--- src/hbs_params.svh ---
// constants of the holding brake sequencer: offsets, fields, resets, timing
//
// Notes on behaviour
// - on switch-on, magnetize for the set time, then command the brake open
// - after opening, hold zero speed for the opening time, then ramp
// - ramp or quick stop decelerates; setpoint, speed compared to threshold
// - setpoint under threshold in a stop starts the standstill monitor timer
// - speed under threshold in a stop starts the pulse removal delay timer
// - first stop timer to expire closes the brake; motor stays energized
// - after the closing time, drive pulses are removed
// - coast stop closes brake at once, any speed, no closing time
// - mode 0 off, 1 sequence, 2 always open, 3 sequence on routed output
// - opening time resets to 0.1 s; set above relay plus release time
// - closing time resets to 0.1 s; set above relay plus closing time
// - magnetizing time resets to 0 s; motor is magnetized before release
// - forced open and forced close controls, both reset inactive
// - standstill speed threshold resets to 20 rpm
// - standstill monitor time resets to 300 s
// - pulse removal delay resets to 0.01 s
// - start frequency above zero turns slip compensation on; resets to 0%
`ifndef HBS_PARAMS_SVH
`define HBS_PARAMS_SVH

// ********************************************************************
// register byte offsets
// ********************************************************************
`define HBS_ADDR_MODE     8'h00
`define HBS_ADDR_OPEN     8'h04
`define HBS_ADDR_CLOSE    8'h08
`define HBS_ADDR_MAG      8'h0c
`define HBS_ADDR_THRESH   8'h10
`define HBS_ADDR_MONITOR  8'h14
`define HBS_ADDR_PULSE    8'h18
`define HBS_ADDR_FORCE    8'h1c
`define HBS_ADDR_STARTF   8'h20
`define HBS_ADDR_STATUS   8'h24

// ********************************************************************
// field positions
// ********************************************************************
`define HBS_FORCE_OPEN_BIT   0
`define HBS_FORCE_CLOSE_BIT  1
`define HBS_ST_BRAKE_BIT     3
`define HBS_ST_PULSE_BIT     4
`define HBS_ST_RAMP_BIT      5
`define HBS_ST_MAG_BIT       6
`define HBS_ST_DECEL_BIT     7
`define HBS_ST_MONRUN_BIT    8
`define HBS_ST_DLYRUN_BIT    9
`define HBS_ST_SLIP_BIT      10

// ********************************************************************
// reset values, times in milliseconds, speed in rpm
// ********************************************************************
`define HBS_RST_MODE      2'h0
`define HBS_RST_OPEN      20'h00064
`define HBS_RST_CLOSE     20'h00064
`define HBS_RST_MAG       20'h00000
`define HBS_RST_THRESH    16'h0014
`define HBS_RST_MONITOR   20'h493e0
`define HBS_RST_PULSE     20'h0000a
`define HBS_RST_STARTF    8'h00

// ********************************************************************
// timing
// ********************************************************************
`define HBS_CLK_PERIOD_NS   100
`define HBS_TICK_PERIOD_NS  1000000
`define HBS_TICK_CYCLES \
  (`HBS_TICK_PERIOD_NS / `HBS_CLK_PERIOD_NS)

`endif

--- src/hbs_pkg.sv ---
// types of the holding brake sequencer
package hbs_pkg;

  // ********************************************************************
  // sequence states
  // ********************************************************************
  typedef enum logic [2:0] {
    HBS_OFF,
    HBS_MAGNETIZE,
    HBS_OPENING,
    HBS_RUN,
    HBS_STOPPING,
    HBS_CLOSING
  } hbs_state_t;

  // ********************************************************************
  // software settings, times in ms
  // ********************************************************************
  typedef struct packed {
    logic [1:0]  mode;
    logic [19:0] openMs;
    logic [19:0] closeMs;
    logic [19:0] magMs;
    logic [15:0] thresh;
    logic [19:0] monitorMs;
    logic [19:0] pulseMs;
    logic        forceOpen;
    logic        forceClose;
    logic [7:0]  startFreq;
  } hbs_cfg_t;

endpackage : hbs_pkg

--- src/hbs_timer.sv ---
// millisecond timer with restart and clear, expiry as a level
`timescale 1ns/1ns
`default_nettype none
module hbs_timer #(
  parameter int W = 20
) (
  input  wire logic         clk_sys,
  input  wire logic         rst,
  input  wire logic         start,
  input  wire logic         clear,
  input  wire logic         tick,
  input  wire logic [W-1:0] limit,
  output logic              running,
  output logic              done
);

  logic [W-1:0] cnt_q;
  logic         run_q;

  // expiry as soon as the count reaches the limit; zero expires at once
  assign running = run_q;
  assign done    = run_q && (cnt_q >= limit);

  // start restarts from zero; counting stops at the limit
  always_ff @(posedge clk_sys or posedge rst)
  begin
    if (rst)
    begin
      cnt_q <= '0;
      run_q <= 1'b0;
    end
    else if (clear)
    begin
      cnt_q <= '0;
      run_q <= 1'b0;
    end
    else if (start)
    begin
      cnt_q <= '0;
      run_q <= 1'b1;
    end
    else if (run_q && tick && (cnt_q < limit))
    begin
      cnt_q <= cnt_q + 1'b1;
    end
  end

endmodule : hbs_timer
`default_nettype wire

--- src/hbs_brake_seq.sv ---
// holding brake sequencer: state machine, timers, registers
`timescale 1ns/1ns
`default_nettype none
`include "hbs_params.svh"
module hbs_brake_seq #(
  parameter int TICK_CYCLES = `HBS_TICK_CYCLES
) (
  input  wire logic        clk_sys,
  input  wire logic        rst,
  input  wire logic [7:0]  regAddr,
  input  wire logic [31:0] regWdata,
  input  wire logic        regWr,
  input  wire logic        regRd,
  output logic [31:0]      regRdata,
  input  wire logic        switchOn,
  input  wire logic        quickStop,
  input  wire logic        coastStop,
  input  wire logic [15:0] speedSetpoint,
  input  wire logic [15:0] speedActual,
  output logic             brakeOpen,
  output logic             brakeOpenRouted,
  output logic             pulseEnable,
  output logic             magnetizing,
  output logic             rampEnable,
  output logic             decelerating,
  output logic             slipCompEnable
);

  // ********************************************************************
  // declarations
  // ********************************************************************
  hbs_pkg::hbs_cfg_t   cfg_q;
  hbs_pkg::hbs_state_t state_q;
  hbs_pkg::hbs_state_t state_d;
  logic [31:0]         rdata_q;
  logic [31:0]         tickCnt_q;
  logic                tick_q;
  logic                brake_q;
  logic                brakeRt_q;
  logic                pulse_q;
  logic                mag_q;
  logic                ramp_q;
  logic                decel_q;
  logic                slip_q;
  logic                brakeCmd;
  logic                seqBrake;
  logic                stopReq;
  logic                brakeUsed;
  logic                spBelow;
  logic                actBelow;
  logic                inStop;
  logic                phaseStart;
  logic [19:0]         phaseLimit;
  logic                phaseDone;
  logic                monRun;
  logic                monDone;
  logic                dlyRun;
  logic                dlyDone;
  logic                stopDone;
  logic [31:0]         statusWord;
  logic [31:0]         readMux;

  // speed magnitude strictly under the standstill threshold
  function automatic logic below(input logic [15:0] spd,
                                 input logic [15:0] thr);
    below = spd < thr;
  endfunction : below

  // ********************************************************************
  // register writes
  // ********************************************************************
  // reset values give a disabled brake and inactive forcing
  always_ff @(posedge clk_sys or posedge rst)
  begin
    if (rst)
    begin
      cfg_q.mode       <= `HBS_RST_MODE;
      cfg_q.openMs     <= `HBS_RST_OPEN;
      cfg_q.closeMs    <= `HBS_RST_CLOSE;
      cfg_q.magMs      <= `HBS_RST_MAG;
      cfg_q.thresh     <= `HBS_RST_THRESH;
      cfg_q.monitorMs  <= `HBS_RST_MONITOR;
      cfg_q.pulseMs    <= `HBS_RST_PULSE;
      cfg_q.forceOpen  <= 1'b0;
      cfg_q.forceClose <= 1'b0;
      cfg_q.startFreq  <= `HBS_RST_STARTF;
    end
    else if (regWr)
    begin
      unique case (regAddr)
        `HBS_ADDR_MODE:    cfg_q.mode      <= regWdata[1:0];
        `HBS_ADDR_OPEN:    cfg_q.openMs    <= regWdata[19:0];
        `HBS_ADDR_CLOSE:   cfg_q.closeMs   <= regWdata[19:0];
        `HBS_ADDR_MAG:     cfg_q.magMs     <= regWdata[19:0];
        `HBS_ADDR_THRESH:  cfg_q.thresh    <= regWdata[15:0];
        `HBS_ADDR_MONITOR: cfg_q.monitorMs <= regWdata[19:0];
        `HBS_ADDR_PULSE:   cfg_q.pulseMs   <= regWdata[19:0];
        `HBS_ADDR_FORCE:
        begin
          cfg_q.forceOpen  <= regWdata[`HBS_FORCE_OPEN_BIT];
          cfg_q.forceClose <= regWdata[`HBS_FORCE_CLOSE_BIT];
        end
        `HBS_ADDR_STARTF:  cfg_q.startFreq <= regWdata[7:0];
        default:           cfg_q           <= cfg_q;
      endcase
    end
  end

  // ********************************************************************
  // register reads
  // ********************************************************************
  // status shows live sequence state; unmapped offsets read zero
  assign statusWord = {21'h0, slip_q, dlyRun, monRun, decel_q, mag_q,
                       ramp_q, pulse_q, brakeCmd, state_q};
  assign readMux =
    (regAddr == `HBS_ADDR_MODE)    ? {30'h0, cfg_q.mode}      :
    (regAddr == `HBS_ADDR_OPEN)    ? {12'h0, cfg_q.openMs}    :
    (regAddr == `HBS_ADDR_CLOSE)   ? {12'h0, cfg_q.closeMs}   :
    (regAddr == `HBS_ADDR_MAG)     ? {12'h0, cfg_q.magMs}     :
    (regAddr == `HBS_ADDR_THRESH)  ? {16'h0, cfg_q.thresh}    :
    (regAddr == `HBS_ADDR_MONITOR) ? {12'h0, cfg_q.monitorMs} :
    (regAddr == `HBS_ADDR_PULSE)   ? {12'h0, cfg_q.pulseMs}   :
    (regAddr == `HBS_ADDR_FORCE)   ? {30'h0, cfg_q.forceClose,
                                      cfg_q.forceOpen}        :
    (regAddr == `HBS_ADDR_STARTF)  ? {24'h0, cfg_q.startFreq} :
    (regAddr == `HBS_ADDR_STATUS)  ? statusWord               :
                                     32'h0;

  // read data stands only in the cycle after the strobe
  always_ff @(posedge clk_sys or posedge rst)
  begin
    if (rst)
      rdata_q <= 32'h0;
    else
      rdata_q <= regRd ? readMux : 32'h0;
  end

  // ********************************************************************
  // millisecond tick
  // ********************************************************************
  // one shared tick keeps all timers in step and their counters narrow
  always_ff @(posedge clk_sys or posedge rst)
  begin
    if (rst)
    begin
      tickCnt_q <= 32'h0;
      tick_q    <= 1'b0;
    end
    else
    begin
      tick_q    <= (tickCnt_q == 32'(TICK_CYCLES - 1));
      tickCnt_q <= (tickCnt_q == 32'(TICK_CYCLES - 1)) ? 32'h0
                                                       : tickCnt_q + 32'h1;
    end
  end

  // ********************************************************************
  // sequence decisions
  // ********************************************************************
  assign stopReq   = !switchOn || quickStop;
  assign brakeUsed = (cfg_q.mode == 2'h1) || (cfg_q.mode == 2'h3);
  assign spBelow   = below(speedSetpoint, cfg_q.thresh);
  assign actBelow  = below(speedActual, cfg_q.thresh);
  assign inStop    = (state_q == hbs_pkg::HBS_STOPPING);
  assign stopDone  = monDone || dlyDone;

  // next state; coast stop wins from every state
  always_comb
  begin
    state_d = state_q;
    if (coastStop)
      state_d = hbs_pkg::HBS_OFF;
    else
    begin
      unique case (state_q)
        hbs_pkg::HBS_OFF:
          if (!stopReq)
            state_d = hbs_pkg::HBS_MAGNETIZE;
        hbs_pkg::HBS_MAGNETIZE:
          if (stopReq)
            state_d = hbs_pkg::HBS_OFF;
          else if (phaseDone)
            state_d = brakeUsed ? hbs_pkg::HBS_OPENING
                                : hbs_pkg::HBS_RUN;
        hbs_pkg::HBS_OPENING:
          if (stopReq)
            state_d = hbs_pkg::HBS_STOPPING;
          else if (phaseDone)
            state_d = hbs_pkg::HBS_RUN;
        hbs_pkg::HBS_RUN:
          if (stopReq)
            state_d = hbs_pkg::HBS_STOPPING;
        hbs_pkg::HBS_STOPPING:
          if (stopDone)
            state_d = brakeUsed ? hbs_pkg::HBS_CLOSING
                                : hbs_pkg::HBS_OFF;
        hbs_pkg::HBS_CLOSING:
          if (phaseDone)
            state_d = hbs_pkg::HBS_OFF;
        default:
          state_d = hbs_pkg::HBS_OFF;
      endcase
    end
  end

  always_ff @(posedge clk_sys or posedge rst)
  begin
    if (rst)
      state_q <= hbs_pkg::HBS_OFF;
    else
      state_q <= state_d;
  end

  // ********************************************************************
  // timers
  // ********************************************************************
  // one phase timer serves magnetize, opening and closing in turn
  assign phaseStart = (state_d != state_q) &&
                      ((state_d == hbs_pkg::HBS_MAGNETIZE) ||
                       (state_d == hbs_pkg::HBS_OPENING) ||
                       (state_d == hbs_pkg::HBS_CLOSING));
  assign phaseLimit =
    (state_q == hbs_pkg::HBS_MAGNETIZE) ? cfg_q.magMs   :
    (state_q == hbs_pkg::HBS_OPENING)   ? cfg_q.openMs  :
                                          cfg_q.closeMs;

  hbs_timer #(.W(20)) phaseTimer (
    .clk_sys (clk_sys),
    .rst     (rst),
    .start   (phaseStart),
    .clear   (1'b0),
    .tick    (tick_q),
    .limit   (phaseLimit),
    .running (),
    .done    (phaseDone)
  );

  // stop timers start once per stop and are cleared outside it
  hbs_timer #(.W(20)) monTimer (
    .clk_sys (clk_sys),
    .rst     (rst),
    .start   (inStop && spBelow && !monRun),
    .clear   (!inStop),
    .tick    (tick_q),
    .limit   (cfg_q.monitorMs),
    .running (monRun),
    .done    (monDone)
  );

  hbs_timer #(.W(20)) dlyTimer (
    .clk_sys (clk_sys),
    .rst     (rst),
    .start   (inStop && actBelow && !dlyRun),
    .clear   (!inStop),
    .tick    (tick_q),
    .limit   (cfg_q.pulseMs),
    .running (dlyRun),
    .done    (dlyDone)
  );

  // ********************************************************************
  // outputs
  // ********************************************************************
  // brake held open from opening through the stop until a timer expires
  assign seqBrake = (state_d == hbs_pkg::HBS_OPENING) ||
                    (state_d == hbs_pkg::HBS_RUN) ||
                    (state_d == hbs_pkg::HBS_STOPPING);
  // coast and forced close override everything, including forced open
  assign brakeCmd = !coastStop && !cfg_q.forceClose &&
                    (cfg_q.forceOpen ||
                     (cfg_q.mode == 2'h2) ||
                     (brakeUsed && seqBrake));

  always_ff @(posedge clk_sys or posedge rst)
  begin
    if (rst)
    begin
      brake_q   <= 1'b0;
      brakeRt_q <= 1'b0;
      pulse_q   <= 1'b0;
      mag_q     <= 1'b0;
      ramp_q    <= 1'b0;
      decel_q   <= 1'b0;
      slip_q    <= 1'b0;
    end
    else
    begin
      brake_q   <= brakeCmd && (cfg_q.mode != 2'h3);
      brakeRt_q <= brakeCmd && (cfg_q.mode == 2'h3);
      pulse_q   <= (state_d != hbs_pkg::HBS_OFF);
      mag_q     <= (state_d == hbs_pkg::HBS_MAGNETIZE);
      ramp_q    <= (state_d == hbs_pkg::HBS_RUN);
      decel_q   <= (state_d == hbs_pkg::HBS_STOPPING);
      slip_q    <= (cfg_q.startFreq != 8'h00);
    end
  end

  assign regRdata        = rdata_q;
  assign brakeOpen       = brake_q;
  assign brakeOpenRouted = brakeRt_q;
  assign pulseEnable     = pulse_q;
  assign magnetizing     = mag_q;
  assign rampEnable      = ramp_q;
  assign decelerating    = decel_q;
  assign slipCompEnable  = slip_q;
endmodule : hbs_brake_seq
`default_nettype wire

--- config.mk ---
export PLATFORM = sky130hd
export DESIGN_NAME = hbs_brake_seq
export DESIGN_NICKNAME = d
export VERILOG_FILES = /design/src/hbs_pkg.sv /design/src/hbs_timer.sv /design/src/hbs_brake_seq.sv
export VERILOG_INCLUDE_DIRS = /design/src /design/src/src
export SDC_FILE = /design/constraint.sdc
export NUM_CORES = 1
export LEC_CHECK = 0
export ABC_AREA = 0
export BUFFER_PORTS_ARGS = -buffer_cell sky130_fd_sc_hd__buf_4
export CAP_MARGIN = 30
export CELL_PAD_IN_SITES_DETAIL_PLACEMENT = 0
export CELL_PAD_IN_SITES_GLOBAL_PLACEMENT = 2
export CORE_UTILIZATION = 36
export DETAILED_ROUTE_END_ITERATION = 7
export MAX_ROUTING_LAYER = met4
export PLACE_DENSITY_LB_ADDON = 0.1
export SKIP_LAST_GASP = 1
export SYNTH_ARGS = -nofsm -noshare
export SYNTH_HDL_FRONTEND = slang
export SYNTH_SLANG_ARGS = --single-unit
--- constraint.sdc ---
create_clock -name clk_sys -period 7.3 [get_ports clk_sys]
set_input_delay 0.73 -clock clk_sys [delete_from_list [all_inputs] [get_ports clk_sys]]
set_output_delay 0.73 -clock clk_sys [all_outputs]
set_load 0.02 [all_outputs]
==> qor.yml <==
synth_seq_cells: 254
antenna_cells: 0
post-dp-hpwl_um: 30900
finalHoldViolCount: 0
finalSetupViolations: 0
tritoncts: "built"
cts_root_buf: "clkbuf_16"
ioPinCount: 118
max_clock_freq_mhz: 197
first_pass_iters: 5
setup_slack_ps: 2210
grt_busiest_layer: "met2"
worst_ep_arrival_time_ps: 5500
tightest_slew_ps: 1020
finalSetupTns_ps: 0
r2r_end: "phaseTimer.cnt_q[10]"
rsz0062_at_grt: "false"
power_density_nw_per_um2: 206
ys_seq_area_share_pct: 44.6
ys_types: 68
path_buf_inv: 1
area_growth_pct: 16.6
numClockSinks: 254
crit-reg2reg-launch: "state_q[2]"
cts.htree.levels: 1
min_path_type: "primary input to asynchronous set/reset pin"
die_height_um: 201
grtUsageMet1_pct: 31.0
routed_wl_um: 42600
post_cts_resize_count: 0
grt_pass1_wl_um: 66300
async_flop_share_pct: 100
core_area_um2: 38900
gp_congestion: 0.794
ys.flop_type: "dfrtp_1"
crit_chain: "nand2b_1 -> nor2_2 -> buf_4 -> mux2i_1 -> nor2_1 -> a21oi_1 -> ha_1 -> nand4_1 -> nor4_1 -> o31ai_2 -> a31oi_4 -> a311oi_1 -> a2bb2o_2 -> and3_1 -> nor3_1"
regToRegSetupSlack_ps: 2210
die_w_um: 201
syn_inst: 1380
portBuffers: 93
drive_above_1_share_pct: 22.9
grt_use_met2_pct: 33.7
synthTopCellsByArea: "dfrtp_1, mux2_2, ha_1"
initial_core_util_pct: 36.7
dp_slack_ps: 2160
dieArea_um2: 40500
synth_top_cell_by_area: "dfrtp_1"
crit_type: "flip-flop to flip-flop"
synth_top_area_share_pct: 41.3
relSlewSlack_pct: 31.4
layout_common_cells: "dfrtp_1, mux2_2, buf_4"
grt_util_met3_pct: 2.32
power_leakage_nw: 7.42
hold_slack_ps: 333
routedWlPerCell_um: 21.1
grt_max_degree: 153
run_status: "finished, final reports clean"
nets: 1647
synth_edf_count: 0
grtUsageTotal_pct: 21.9
cp_max_fo: 21
clkLatencyLatePin_ps: 580
reg2reg_depth: 15
crit_path_start_kind: "flip-flop"
crit_slowest_cell: "and3_1"
drc_errors: 0
fin_crit_ps: 5090
fin_skew_ps: 10.4
drv_cap: 0
postSynthAreaPerCell_um2: 10.4
via_per_inst: 5.31
netlist_area_um2: 14300
slew_viol_final: 0
hold_buffers: 0
max_stage_delay_ps: 790
post_cts_buffers: 0
grt_pass1_vias: 10800
path_clk_slew_ps: 60
cts_buffer_depth: 3
final_antenna_net_count: 0
ys_warn_count: 0
vias: 10700
crit_family: "simple AND/OR/NAND/NOR gates"
post-route-period-util_pct: 69.7
numCtsBuffers: 31
final_common_cell: "dfrtp_1"
required_ps: 7710
rows: 72
drt-initial-drc-count: 650
cp-end-kind: "flip-flop"
peakVddDrop_v: 0.000166
antenna_found_initial: 0
grt-ovfl-total: 0
## flip-flops by register name, summed over array words and instances, names as in the netlist, 3 cells and up
register	cells
tickCnt_q	32
monTimer.cnt_q	20
cfg_q	128
regRdata	20
phaseTimer.cnt_q	20
state_q	3
dlyTimer.cnt_q	20
## per-stage QoR
stage	power, W	instances	utilization (%)	cell area, um2
floorplan	0.00179	1391	-	14300
global placement	0.00193	1952	39.9	15500
detailed placement	0.00193	1959	40.3	15700
CTS	0.00348	2017	42.8	16700
global route	0.00359	2017	42.8	16700
finish	0.00343	2017	42.8	16700
## worst reg2reg max path, cell delays in order (launching register included)
cell and delay [ps]:
dfrtp_1 510, nand2b_1 230, nor2_2 460, buf_4 330, mux2i_1 210, nor2_1 50
a21oi_1 220, ha_1 200, nand4_1 180, nor4_1 550, o31ai_2 170, a31oi_4 380
a311oi_1 140, a2bb2o_2 310, and3_1 790, nor3_1 180
## routing by layer
metal,vias to the layer above,wire (um)
met5,-,0
met4,0,772
met3,46,1710
met2,230,19200
met1,5326,21000
li1,5115,-
## cells by family (layout without fill, tap and decap cells)
logic type | Yosys count | after routing | synth area share, %
xor gates and xnor gates | 87 | 87 | 5.33
adders and majority gates | 94 | 94 | 8.23
muxes | 160 | 160 | 12.4
other | 1 | 12 | 0.0262
DFF | 254 | 254 | 44.6
and+or+nand+nor | 407 | 407 | 14.4
AOI/OAI and AO/OA | 224 | 224 | 10.5
buffers and inverters | 153 | 261 | 4.44
## final cells by class
type                       count  area (um2)
clock buffer                  53         948
timing repair buffer         117         980
multi-input combinational    984        7330
clock inverter                 5        53.8
inverter                      86         327
tap                          518         648
fill                        3807       22300
sequential                   254        6380
## Yosys cell counts, types with 3 or more instances
cell type / n
dfstp_2: 18
or3_1: 3
buf_2: 6
a221o_1: 7
mux2i_1: 29
or2_2: 3
nor2b_1: 9
a221oi_1: 10
nor4_1: 14
o22ai_1: 13
o21a_1: 4
xnor2_1: 71
a31oi_1: 3
o21ai_0: 28
xor2_1: 16
buf_1: 5
and2_1: 7
a222oi_1: 16
mux2_2: 131
a211o_1: 3
a21o_1: 13
ha_1: 94
dfrtp_1: 236
and4_1: 8
nor3b_1: 4
a211oi_1: 3
nand3_1: 46
nand2_1: 76
and3_1: 14
inv_1: 85
buf_4: 12
nor3_2: 9
a311oi_1: 3
nand4_1: 25
nor2_1: 104
nor3_1: 71
clkbuf_1: 43
nand2b_1: 6
a21boi_0: 3
a21oi_1: 96
## report_power, final
| part | internal [W] | switching (W) | total (W) |
|---|---|---|---|
| clock | 0.000909 | 0.000620 | 0.00153 |
| sequential | 0.00147 | 0.0000611 | 0.00153 |
| combinational | 0.000157 | 0.000217 | 0.000374 |
| total | 0.00254 | 0.000898 | 0.00343 |
## how the worst max path moves through the flow
stage / startpoint / end / slack, ps / cells past startpoint
4_1_cts: state_q[2] / phaseTimer.cnt_q[10] / 2150 / 15
6_report: state_q[2] / phaseTimer.cnt_q[10] / 2210 / 15
3_3_place_gp: state_q[2] / phaseTimer.cnt_q[13] / 2230 / 15
2_1_floorplan: rst / brakeOpen / 3240 / 1
5_1_grt: state_q[2] / phaseTimer.cnt_q[10] / 1810 / 15
3_5_place_dp: state_q[2] / phaseTimer.cnt_q[10] / 2160 / 15
No activity file was read; power rests on OpenSTA's default activity.
